==> src/shared/eti_regs.svh <==
// Register offsets, field positions, reset values and timing counts of the error injector
`ifndef ETI_REGS_SVH
`define ETI_REGS_SVH

// ----------------------------------------------------------------------------
// Register byte offsets
// ----------------------------------------------------------------------------
`define ETI_OFF_CTRL      8'h00
`define ETI_OFF_BURST     8'h04
`define ETI_OFF_TRIGGER   8'h08
`define ETI_OFF_STATUS    8'h0c
`define ETI_OFF_LINE      8'h10
`define ETI_OFF_COUNT     8'h14

// ----------------------------------------------------------------------------
// Field positions
// ----------------------------------------------------------------------------
`define ETI_CTRL_ALARM    0
`define ETI_CTRL_MODE_LSB 4
`define ETI_CTRL_MODE_MSB 7
`define ETI_CTRL_DEST_LSB 8
`define ETI_CTRL_DEST_MSB 11
`define ETI_CTRL_FEC      12
`define ETI_STAT_ACTIVE   0
`define ETI_STAT_BUSY     1
`define ETI_STAT_PEND_LSB 16

// ----------------------------------------------------------------------------
// Reset values
// ----------------------------------------------------------------------------
`define ETI_CTRL_RST      32'h0000_0100
`define ETI_BURST_RST     16'h0001
`define ETI_LINE_RST      2'h1

// ----------------------------------------------------------------------------
// Timing
// ----------------------------------------------------------------------------
`define ETI_CLK_PERIOD_PS 64'd8000
`define ETI_PERIOD_1S_MS  64'd1000
`define ETI_SEC_CYCLES    ((`ETI_PERIOD_1S_MS * 64'd1000000000) / `ETI_CLK_PERIOD_PS)
`define ETI_TEN_SEC_TICKS 4'ha

// ----------------------------------------------------------------------------
// Corruption patterns and bus answers
// ----------------------------------------------------------------------------
`define ETI_FLIP_MASK     64'h0000_0000_0000_0001
`define ETI_FEC_MASK      64'h0000_0000_0000_03ff
`define ETI_BAD_SYNC      2'h0
`define ETI_RESP_OKAY     2'h0
`define ETI_RESP_SLVERR   2'h2

`endif

==> src/shared/eti_pkg.sv <==
// Types shared by the error injector modules
package eti_pkg;

  // ----------------------------------------------------------------------------
  // Insertion modes
  // ----------------------------------------------------------------------------
  typedef enum logic [3:0] {
    ETI_MODE_OFF    = 4'h0,
    ETI_MODE_MANUAL = 4'h1,
    ETI_MODE_SEC    = 4'h2,
    ETI_MODE_TENSEC = 4'h3,
    ETI_MODE_E2     = 4'h4,
    ETI_MODE_E3     = 4'h5,
    ETI_MODE_E4     = 4'h6,
    ETI_MODE_E5     = 4'h7,
    ETI_MODE_E6     = 4'h8,
    ETI_MODE_E7     = 4'h9
  } eti_mode_type;

  // ----------------------------------------------------------------------------
  // Destinations, index equals tag bit
  // ----------------------------------------------------------------------------
  typedef enum logic [3:0] {
    ETI_DST_IFG   = 4'h0,
    ETI_DST_FCS   = 4'h1,
    ETI_DST_PRE   = 4'h2,
    ETI_DST_PAUSE = 4'h3,
    ETI_DST_IPCS  = 4'h4,
    ETI_DST_FRAG  = 4'h5,
    ETI_DST_L4CS  = 4'h6,
    ETI_DST_PAT   = 4'h7,
    ETI_DST_SEQ   = 4'h8,
    ETI_DST_SYM   = 4'h9,
    ETI_DST_FEC   = 4'ha
  } eti_dest_type;

  typedef enum logic [1:0] {
    ETI_SPD_LOW  = 2'h0,   // 1 Gbps or below
    ETI_SPD_10G  = 2'h1,
    ETI_SPD_25G  = 2'h2,
    ETI_SPD_100G = 2'h3
  } eti_speed_type;

  // One transmit beat with its generator tags
  typedef struct packed {
    logic [63:0] data;
    logic [1:0]  sync_hdr;
    logic [10:0] tags;
    logic        sof;
    logic        eof;
    logic        tx_er;
  } eti_beat_type;

  // Frame-level requests toward the generator
  typedef struct packed {
    logic short_ifg;
    logic pause;
    logic fragment;
  } eti_gen_req_type;

  // Blocks between rate insertion events
  function automatic logic [23:0] eti_rate_div(input eti_mode_type mode);
    unique case (mode)
      ETI_MODE_E2: eti_rate_div = 24'h00_0064;
      ETI_MODE_E3: eti_rate_div = 24'h00_03e8;
      ETI_MODE_E4: eti_rate_div = 24'h00_2710;
      ETI_MODE_E5: eti_rate_div = 24'h01_86a0;
      ETI_MODE_E6: eti_rate_div = 24'h0f_4240;
      ETI_MODE_E7: eti_rate_div = 24'h98_9680;
      default:     eti_rate_div = 24'h00_0001;
    endcase
  endfunction : eti_rate_div

endpackage : eti_pkg

==> src/rtl/eti_injector.sv <==
// Transmit error and alarm injector with AXI4-Lite control
//
// Decided for this implementation: the register addresses and the AXI4-Lite slave port.
`timescale 1ns/1ps
// Contract
// RULE_01: Alarm held continuously while enabled, no counting
// RULE_02: Off mode passes stream unmodified
// RULE_03: Manual trigger injects exactly burst-length errors
// RULE_04: Per-second mode injects burst each second
// RULE_05: Per-ten-second mode injects burst each ten seconds
// RULE_06: Rate mode injects burst per 10^n blocks
// RULE_07: Rate modes ignore trigger; indicator shows activity
// RULE_08: Software supplies the burst-length count
// RULE_09: Gap destination requests a shortened inter-frame gap
// RULE_10: Frame check destination corrupts the FCS
// RULE_11: Preamble corrupted only at 10G or below
// RULE_12: IP destination corrupts the IPv4 header checksum
// RULE_13: Fragmentation destination requests fragmented IPv4 data
// RULE_14: Transport destination corrupts TCP/UDP checksum
// RULE_15: Pattern destination flips payload pattern bits
// RULE_16: Sequence destination corrupts the sequence number
// RULE_17: Symbol destination at 10G sends invalid block
// RULE_18: Symbol destination at 1G raises TX_ER
// RULE_19: FEC symbol error only with FEC enabled
// RULE_20: Flow-control destination requests PAUSE frames
// RULE_21: Changing mode or destination cancels pending insertion
module eti_injector #(
  parameter int unsigned SEC_CYCLES = 125000000
) (
  input  wire logic                  aclk,
  input  wire logic                  aresetn,
  input  wire logic [7:0]            s_axi_awaddr,
  input  wire logic                  s_axi_awvalid,
  output logic                       s_axi_awready,
  input  wire logic [31:0]           s_axi_wdata,
  input  wire logic [3:0]            s_axi_wstrb,
  input  wire logic                  s_axi_wvalid,
  output logic                       s_axi_wready,
  output logic [1:0]                 s_axi_bresp,
  output logic                       s_axi_bvalid,
  input  wire logic                  s_axi_bready,
  input  wire logic [7:0]            s_axi_araddr,
  input  wire logic                  s_axi_arvalid,
  output logic                       s_axi_arready,
  output logic [31:0]                s_axi_rdata,
  output logic [1:0]                 s_axi_rresp,
  output logic                       s_axi_rvalid,
  input  wire logic                  s_axi_rready,
  input  wire eti_pkg::eti_beat_type in_beat,
  input  wire logic                  in_valid,
  output logic                       in_ready,
  output eti_pkg::eti_beat_type      out_beat,
  output logic                       out_valid,
  input  wire logic                  out_ready,
  output eti_pkg::eti_gen_req_type   gen_req,
  output logic                       alarm_active
);
  `include "eti_regs.svh"

  // ----------------------------------------------------------------------------
  // Declarations
  // ----------------------------------------------------------------------------
  logic [31:0]           ctrl;         // Control register
  logic [15:0]           burst;        // Errors per insertion event
  eti_pkg::eti_speed_type speed;       // Line rate class
  logic [31:0]           err_count;    // Errors inserted so far
  logic [15:0]           pending;      // Errors still to insert
  logic [23:0]           blk_cnt;      // Blocks since last rate event
  logic [7:0]            aw_addr;      // Held write address
  logic                  aw_held;      // Write address captured
  logic [31:0]           w_data;       // Held write data
  logic [3:0]            w_strb;       // Held write strobes
  logic                  w_held;       // Write data captured
  logic                  commit;       // Write performed this cycle
  logic [31:0]           next_ctrl;    // Control after strobe merge
  logic [31:0]           next_burst;   // Burst word after strobe merge
  logic                  cancel;       // Setting changed
  logic                  trig;         // Manual insert pulse
  logic                  tick_sec;     // One-second period
  logic                  tick_tensec;  // Ten-second period
  eti_pkg::eti_mode_type  mode;
  eti_pkg::eti_dest_type  dest;
  logic                  dest_ok;      // Destination legal now
  logic                  ins_on;       // Insertion armed
  logic                  is_rate;      // Rate mode selected
  logic                  is_req;       // Frame request destination
  logic                  inj_en;       // Errors outstanding
  logic                  rate_hit;     // Rate interval completed
  logic                  load_burst;   // Insertion event
  logic                  load;         // Input beat taken
  logic                  hit;          // Beat receives an error
  eti_pkg::eti_beat_type  next_beat;   // Beat after corruption

  // Byte-strobe merge of a register write
  function automatic logic [31:0] merge(input logic [31:0] old, input logic [31:0] nw, input logic [3:0] strb);
    logic [31:0] res;
    res = old;
    for (int i = 0; i < 4; i++) begin
      if (strb[i]) begin
        res[i*8 +: 8] = nw[i*8 +: 8];
      end
    end
    return res;
  endfunction : merge

  // ----------------------------------------------------------------------------
  // AXI4-Lite write channel
  // ----------------------------------------------------------------------------
  assign s_axi_awready = !aw_held && !s_axi_bvalid;
  assign s_axi_wready  = !w_held && !s_axi_bvalid;
  assign commit        = aw_held && w_held && !s_axi_bvalid;
  assign next_ctrl     = merge(ctrl, w_data, w_strb);
  assign next_burst    = merge({16'h0, burst}, w_data, w_strb);
  assign mode          = eti_pkg::eti_mode_type'(ctrl[`ETI_CTRL_MODE_MSB:`ETI_CTRL_MODE_LSB]);
  assign dest          = eti_pkg::eti_dest_type'(ctrl[`ETI_CTRL_DEST_MSB:`ETI_CTRL_DEST_LSB]);
  // Mode or destination change drops what is pending
  assign cancel = commit && (aw_addr == `ETI_OFF_CTRL) &&
                  (next_ctrl[`ETI_CTRL_DEST_MSB:`ETI_CTRL_MODE_LSB] !=
                   ctrl[`ETI_CTRL_DEST_MSB:`ETI_CTRL_MODE_LSB]);  // [RULE_21]
  assign trig   = commit && (aw_addr == `ETI_OFF_TRIGGER) && w_strb[0] && w_data[0];

  // Address and data capture, either order
  always_ff @(posedge aclk) begin
    if (!aresetn) begin
      aw_held <= 1'b0;
      w_held  <= 1'b0;
      aw_addr <= 8'h0;
      w_data  <= 32'h0;
      w_strb  <= 4'h0;
    end else begin
      if (s_axi_awvalid && s_axi_awready) begin
        aw_held <= 1'b1;
        aw_addr <= s_axi_awaddr;
      end else if (commit) begin
        aw_held <= 1'b0;
      end
      if (s_axi_wvalid && s_axi_wready) begin
        w_held <= 1'b1;
        w_data <= s_axi_wdata;
        w_strb <= s_axi_wstrb;
      end else if (commit) begin
        w_held <= 1'b0;
      end
    end
  end

  // Write response
  always_ff @(posedge aclk) begin
    if (!aresetn) begin
      s_axi_bvalid <= 1'b0;
      s_axi_bresp  <= `ETI_RESP_OKAY;
    end else if (commit) begin
      s_axi_bvalid <= 1'b1;
      s_axi_bresp  <= (aw_addr[1:0] == 2'h0 && aw_addr <= `ETI_OFF_COUNT) ? `ETI_RESP_OKAY : `ETI_RESP_SLVERR;
    end else if (s_axi_bready) begin
      s_axi_bvalid <= 1'b0;
    end
  end

  // Writable registers
  always_ff @(posedge aclk) begin
    if (!aresetn) begin
      ctrl  <= `ETI_CTRL_RST;
      burst <= `ETI_BURST_RST;
      speed <= eti_pkg::eti_speed_type'(`ETI_LINE_RST);
    end else if (commit) begin
      if (aw_addr == `ETI_OFF_CTRL) begin
        ctrl <= next_ctrl & 32'h0000_1ff1;
      end
      if (aw_addr == `ETI_OFF_BURST) begin
        burst <= next_burst[15:0];  // [RULE_08]
      end
      if (aw_addr == `ETI_OFF_LINE && w_strb[0]) begin
        speed <= eti_pkg::eti_speed_type'(w_data[1:0]);
      end
    end
  end

  // ----------------------------------------------------------------------------
  // AXI4-Lite read channel
  // ----------------------------------------------------------------------------
  assign s_axi_arready = !s_axi_rvalid;

  // Read data mux, registered
  always_ff @(posedge aclk) begin
    if (!aresetn) begin
      s_axi_rvalid <= 1'b0;
      s_axi_rdata  <= 32'h0;
      s_axi_rresp  <= `ETI_RESP_OKAY;
    end else if (s_axi_arvalid && s_axi_arready) begin
      s_axi_rvalid <= 1'b1;
      s_axi_rresp  <= `ETI_RESP_OKAY;
      unique case (s_axi_araddr)
        `ETI_OFF_CTRL:    s_axi_rdata <= ctrl;
        `ETI_OFF_BURST:   s_axi_rdata <= {16'h0, burst};
        `ETI_OFF_TRIGGER: s_axi_rdata <= 32'h0;
        `ETI_OFF_STATUS:  s_axi_rdata <= {pending, 14'h0, inj_en, ins_on};  // [RULE_07]
        `ETI_OFF_LINE:    s_axi_rdata <= {30'h0, speed};
        `ETI_OFF_COUNT:   s_axi_rdata <= err_count;
        default: begin
          s_axi_rdata <= 32'h0;
          s_axi_rresp <= `ETI_RESP_SLVERR;
        end
      endcase
    end else if (s_axi_rready) begin
      s_axi_rvalid <= 1'b0;
    end
  end

  // ----------------------------------------------------------------------------
  // Insertion control
  // ----------------------------------------------------------------------------
  eti_period_gen #(
    .SEC_CYCLES (SEC_CYCLES)
  ) u_period (
    .aclk        (aclk),
    .aresetn     (aresetn),
    .clr         (cancel),
    .tick_sec    (tick_sec),
    .tick_tensec (tick_tensec)
  );

  // Destination legality against line rate and FEC
  always_comb begin
    unique case (dest)
      eti_pkg::ETI_DST_PRE: dest_ok = (speed == eti_pkg::ETI_SPD_LOW) || (speed == eti_pkg::ETI_SPD_10G);  // [RULE_11]
      eti_pkg::ETI_DST_SYM: dest_ok = (speed == eti_pkg::ETI_SPD_LOW) || (speed == eti_pkg::ETI_SPD_10G);
      eti_pkg::ETI_DST_FEC: dest_ok = ctrl[`ETI_CTRL_FEC] &&
                                      ((speed == eti_pkg::ETI_SPD_25G) || (speed == eti_pkg::ETI_SPD_100G));  // [RULE_19]
      default:              dest_ok = (dest <= eti_pkg::ETI_DST_FEC);
    endcase
  end

  assign is_rate    = (mode >= eti_pkg::ETI_MODE_E2) && (mode <= eti_pkg::ETI_MODE_E7);
  assign is_req     = (dest == eti_pkg::ETI_DST_IFG) || (dest == eti_pkg::ETI_DST_PAUSE) || (dest == eti_pkg::ETI_DST_FRAG);
  // Alarm selection and off mode disarm error insertion
  assign ins_on     = !ctrl[`ETI_CTRL_ALARM] && (mode != eti_pkg::ETI_MODE_OFF) && dest_ok;  // [RULE_02]
  assign inj_en     = ins_on && (pending != 16'h0);
  assign rate_hit   = is_rate && load && (blk_cnt == eti_pkg::eti_rate_div(mode) - 24'h1);  // [RULE_06]
  assign load_burst = ins_on && (((mode == eti_pkg::ETI_MODE_MANUAL) && trig) ||  // [RULE_03] [RULE_07]
                                 ((mode == eti_pkg::ETI_MODE_SEC) && tick_sec) ||  // [RULE_04]
                                 ((mode == eti_pkg::ETI_MODE_TENSEC) && tick_tensec) ||  // [RULE_05]
                                 rate_hit);

  // Block counter for rate modes
  always_ff @(posedge aclk) begin
    if (!aresetn || cancel || !is_rate) begin
      blk_cnt <= 24'h0;
    end else if (rate_hit) begin
      blk_cnt <= 24'h0;
    end else if (load) begin
      blk_cnt <= blk_cnt + 24'h1;
    end
  end

  // Outstanding errors: cancel, then a new event, then consumption
  always_ff @(posedge aclk) begin
    if (!aresetn || cancel) begin
      pending <= 16'h0;  // [RULE_21]
    end else if (load_burst) begin
      pending <= burst;  // [RULE_03] [RULE_04] [RULE_05] [RULE_06]
    end else if (hit) begin
      pending <= pending - 16'h1;
    end
  end

  // Inserted error counter and alarm level
  always_ff @(posedge aclk) begin
    if (!aresetn) begin
      err_count    <= 32'h0;
      alarm_active <= 1'b0;
    end else begin
      alarm_active <= ctrl[`ETI_CTRL_ALARM];  // [RULE_01]
      if (hit) begin
        err_count <= err_count + 32'h1;
      end
    end
  end

  // Frame requests toward the generator
  always_ff @(posedge aclk) begin
    if (!aresetn || cancel) begin
      gen_req <= '0;
    end else begin
      gen_req.short_ifg <= inj_en && (dest == eti_pkg::ETI_DST_IFG);  // [RULE_09]
      gen_req.pause     <= inj_en && (dest == eti_pkg::ETI_DST_PAUSE);  // [RULE_20]
      gen_req.fragment  <= inj_en && (dest == eti_pkg::ETI_DST_FRAG);  // [RULE_13]
    end
  end

  // ----------------------------------------------------------------------------
  // Stream stage
  // ----------------------------------------------------------------------------
  assign in_ready = !out_valid || out_ready;
  assign load     = in_valid && in_ready;
  assign hit      = load && inj_en && !cancel && (is_req ? (in_beat.sof && (gen_req != '0)) : in_beat.tags[dest]);

  // Corruption of the tagged beat
  always_comb begin
    next_beat = in_beat;
    if (hit) begin
      unique case (dest)
        eti_pkg::ETI_DST_FCS,  // [RULE_10]
        eti_pkg::ETI_DST_PRE,  // [RULE_11]
        eti_pkg::ETI_DST_IPCS,  // [RULE_12]
        eti_pkg::ETI_DST_L4CS,  // [RULE_14]
        eti_pkg::ETI_DST_PAT,  // [RULE_15]
        eti_pkg::ETI_DST_SEQ: next_beat.data = in_beat.data ^ `ETI_FLIP_MASK;  // [RULE_16]
        eti_pkg::ETI_DST_SYM: begin
          if (speed == eti_pkg::ETI_SPD_10G) begin
            next_beat.sync_hdr = `ETI_BAD_SYNC;  // [RULE_17]
          end else begin
            next_beat.tx_er = 1'b1;  // [RULE_18]
          end
        end
        eti_pkg::ETI_DST_FEC: next_beat.data = in_beat.data ^ `ETI_FEC_MASK;  // [RULE_19]
        default: next_beat = in_beat;
      endcase
    end
  end

  // Output register
  always_ff @(posedge aclk) begin
    if (!aresetn) begin
      out_valid <= 1'b0;
      out_beat  <= '0;
    end else if (in_ready) begin
      out_valid <= in_valid;
      if (in_valid) begin
        out_beat <= next_beat;
      end
    end
  end
endmodule : eti_injector

==> src/rtl/eti_period_gen.sv <==
// One-second and ten-second tick divider
`timescale 1ns/1ps
module eti_period_gen #(
  parameter int unsigned SEC_CYCLES = 125000000
) (
  input  wire logic aclk,
  input  wire logic aresetn,
  input  wire logic clr,
  output logic      tick_sec,
  output logic      tick_tensec
);
  `include "eti_regs.svh"

  logic [31:0] cyc_cnt;  // Cycles within the second
  logic [3:0]  sec_cnt;  // Seconds within ten
  logic        sec_end;  // Last cycle of the second

  assign sec_end = (cyc_cnt == 32'(SEC_CYCLES - 1));

  // Cycle counter, restarts on clear
  always_ff @(posedge aclk) begin
    if (!aresetn || clr || sec_end) begin
      cyc_cnt <= 32'h0;
    end else begin
      cyc_cnt <= cyc_cnt + 32'h1;
    end
  end

  // Second ticks and decade counting
  always_ff @(posedge aclk) begin
    if (!aresetn || clr) begin
      sec_cnt     <= 4'h0;
      tick_sec    <= 1'b0;
      tick_tensec <= 1'b0;
    end else begin
      tick_sec    <= sec_end;
      tick_tensec <= sec_end && (sec_cnt == `ETI_TEN_SEC_TICKS - 4'h1);
      if (sec_end) begin
        sec_cnt <= (sec_cnt == `ETI_TEN_SEC_TICKS - 4'h1) ? 4'h0 : sec_cnt + 4'h1;
      end
    end
  end

endmodule : eti_period_gen

==> config.mk <==
export PLATFORM = sky130hd
export DESIGN_NAME = eti_injector
export DESIGN_NICKNAME = d
export VERILOG_FILES = /design/src/shared/eti_pkg.sv /design/src/rtl/eti_injector.sv /design/src/rtl/eti_period_gen.sv
export VERILOG_INCLUDE_DIRS = /design/src /design/src/shared
export SDC_FILE = /design/constraint.sdc
export NUM_CORES = 1
export LEC_CHECK = 0
export ABC_CLOCK_PERIOD_IN_PS = 2900
export BUFFER_PORTS_ARGS = -buffer_cell sky130_fd_sc_hd__clkbuf_2
export CAP_MARGIN = 30
export CORE_MARGIN = 2
export CORE_UTILIZATION = 45
export DETAILED_ROUTE_END_ITERATION = 7
export GPL_TIMING_DRIVEN = 1
export PLACE_DENSITY = 0.68
export SYNTH_ARGS = -nofsm -noshare
export SYNTH_HDL_FRONTEND = slang
export SYNTH_SLANG_ARGS = --single-unit
==> constraint.sdc <==
create_clock -name aclk -period 2.9 [get_ports aclk]
set_clock_uncertainty 0.15 [all_clocks]
set_input_delay 0.58 -clock aclk [delete_from_list [all_inputs] [get_ports aclk]]
set_output_delay 0.58 -clock aclk [all_outputs]
set_load 0.1 [all_outputs]
==> summary.md <==
| Metric | Value |
|---|---|
| H-tree depth | 1 |
| Worst-path clk slew | 0.06 ns |
| Global route total overflow | 0 |
| # DRC | 0 |
| Top-level I/O count | 268 |
| Syn Inst Count | 1,577 |
| GR Layer Usage met3 | under 10% |
| Worst VDD drop | 643 µV |
| HPWL Detailed | 27,300 µm |
| Layout Nets | 2,021 |
| Final Hold Slack | 0.0859 ns |
| Tmin final | 2.81 ns |
| FP Rows | 62 |
| Area growth, synth to finish | 27.0% |
| Hold crit path type | input port to flip-flop |
| Worst Path Max Fanout | 3 |
| Vias in the first global route | 11,700 |
| CP endpoint kind | flip-flop |
| Post-Place Worst Slack | -0.201 ns |
| Normalized max-slew margin | 34.1% |
| Finished Core Util | 58.1% |
| Routed wire length | 37,300 µm |
| Number of port buffers | 247 |
| Crit share post-route | 96.8% |
| Die area | 0.0306 mm² |
| WS Path Type | flip-flop to flip-flop |
| Power Dens Cells | 556 mW/mm² |
| Fin. Hold Viols | 0 |
| Inserted Diodes | 0 |
| Met2 Use GR | 41.3% |
| Layout cell share with drive strength beyond 1 | 25.5% |
| Setup TNS | 0 ns |
| Vias | 12,100 |
| Busiest grt layer | met2 |
| Slowest cell on the critical path | nor4_1 |
| Largest net degree at the start of global routing | 111 |
| Most common cell on crit path | or3_1 |
| CP peak stage delay | around 0.42 ns |
| Final setup viols | 0 |
| Synth area leader | dfxtp_1 |
| GRT met1 Usage | ~29% |
| MaxCap Viol Count | 0 |
| Cell variety after synth | 75 |
| Post-synth EDFFs | 0 |
| Via density | between 5 and 6 |
| Starting DRT DRC Count | 710 |
| Bufs on Longest Clock Path | 3 |
| Top_reg_cell synth | dfxtp_1 |
| DIE WIDTH | 175 µm |
| RSZ-0062 raised after global routing | true |
| Num CTS Buffers | 31 |
| Crit-path cells | buf_4 > nor4_1 > nand3_1 > or3_1 > or3_1 > or3_1 > a41oi_1 > o311ai_1 |
| Synth top area cells | dfxtp_1, nand2_1, a21boi_0 |
| Leakage | 6.83 nW |
| Starting Density | 45.8% |
| Antenna Nets Post-Route | 0 |
| Synth top area share | 43.7% |
| Flop2flop setup slack | roughly 0.094 ns |
| YS warnings | 0 |
| Synth Area per Inst | 8.33 µm² |
| WP data required | 3.17 ns |
| Fin. max-slew vios | 0 |
| FILL cells | 2,647 |
| Core Region | around 0.029 mm² |
| Clk sinks | 287 |
| CP arrival | just over 3 ns |
| Seq/Total Area, Yosys | 43.7% |
| Synth async-reset ratio | 0% |
| CP startpoint kind | flip-flop |
| Clk root buf | clkbuf_16 |
| Gpl congestion | 0.916 |
| GRT Overall Usage | 23.8% |
| Post-synthesis register bit count | ~290 |
| Die Height | 175 µm |
| Max Clock Freq | 356 MHz |
| First-pass GRT wire length | between 50,000 and 60,000 µm |
| Final WS setup | ~0.094 ns |
| Latest clock arrival within the worst-skew pair | 0.57 ns |
| Avg WL per Cell | 16.3 µm |
| Worst-margin pin slew | 0.988 ns |
| Initial antenna violation count | 0 |
| Outcome | finished, final reports clean |
| Post-synthesis cell area | 0.0131 mm² |
| CTS Hold Bufs | 0 |
| Drt first pass iters | 5 |
| CTS tree | yes |
-- kinds of logic (layout without fill, tap and decap cells) --
family,Yosys count,count (layout),synth area share (%)
AND/OR/NAND/NOR,698,698,25.8
AO/OA/AOI/OAI,309,309,16.0
flip-flops,287,287,43.7
buffers and inverters,139,461,4.31
XOR/XNOR,101,101,6.73
multiplexers,38,38,3.10
adder cells (fa/ha/maj),4,4,0.381
other,1,2,0.0285
-- metal layers --
layer,part of all wire [%],wire length [µm]
met2,48,17800
met4,4.3,1590
met1,42,15500
met5,0,0
met3,6.6,2470
-- per-stage QoR --
step / total power, mW / area (µm²) / cells
floorplan: 5.04 / 13200 / 1578
global placement: 5.35 / 15500 / 2225
detailed placement: 5.36 / 15500 / 2225
CTS: 9.36 / 16500 / 2282
global route: 9.59 / 16700 / 2284
finish: 9.28 / 16700 / 2284
-- timing repair --
item	in CTS	in global routing
pin swaps	2	8
setup endpoints to repair	18	66
resized for setup	8	33
setup buffers	0	2
gates cloned	0	0
-- sequential cells by signal (all words and copies together) (netlist names), 2 cells and up --
name / cells
out_beat: 80
err_count: 32
s_axi_rdata: 32
u_period.cyc_cnt: 32
blk_cnt: 24
burst: 16
pending: 16
w_data: 16
ctrl: 10
aw_addr: 8
u_period.sec_cnt: 4
gen_req: 3
speed: 2
w_strb: 2
-- Yosys cell counts, types with 20 or more instances --
cell type  number
nand2_1       299
dfxtp_1       287
a21boi_0      105
nor2_1        100
clkbuf_1       74
o21ai_0        74
and2_1         64
nand3_1        57
xor2_1         54
xnor2_1        47
inv_1          36
a22oi_1        34
nor2b_1        34
a21oi_1        33
and3_1         27
nor3_1         26
mux2i_1        25
buf_2          20
-- worst max-delay path: cells and delay by family, from the launching register on --
family,cells,cell delay (ns)
buf+inv,1,0.13
flops,1,0.31
simple gates,5,1.73
compound gates,2,0.34
-- layout by cell type (no fill, tap or decap), types with 26 or more instances in the layout --
cell type	Yosys	final
xnor2_1	47	47
a21boi_0	105	104
and2_1	64	63
dfxtp_1	287	278
a22oi_1	34	32
buf_4	3	112
nand2_1	299	298
nor2_1	100	97
a21oi_1	33	31
clkbuf_16	0	31
inv_1	36	35
nand3_1	57	55
and3_1	27	26
xor2_1	54	54
clkbuf_2	1	246
o21ai_0	74	73
nor2b_1	34	33
-- final cells by class --
| type | count | area, µm² | share of cell area, % |
|---|---|---|---|
| Multi-Input combinational cell | 1152 | 7000 | 41.9 |
| Sequential cell | 287 | 5760 | 34.5 |
| Timing Repair Buffer | 368 | 2260 | 13.6 |
| Clock buffer | 38 | 852 | 5.11 |
| Tap cell | 384 | 480 | 2.88 |
| Clock inverter | 19 | 193 | 1.15 |
| Inverter | 36 | 139 | 0.832 |
-- final timing paths --
kind,startpoint,endpoint,depth (start not counted)
setup / recovery,pending[0],pending[15],8
hold / removal,in_beat[15],out_beat[15],3
setup reg to reg,pending[0],pending[15],8
hold reg to reg,out_beat[79],out_beat[79],2
-- power by group --
group	switching, mW	leakage [nW]	internal, mW
Sequential	0.0721	2.34	4.05
Combinational	0.896	3.98	0.259
Clock	1.65	0.515	2.35
Note: power is estimated with default switching activity, not from simulation.
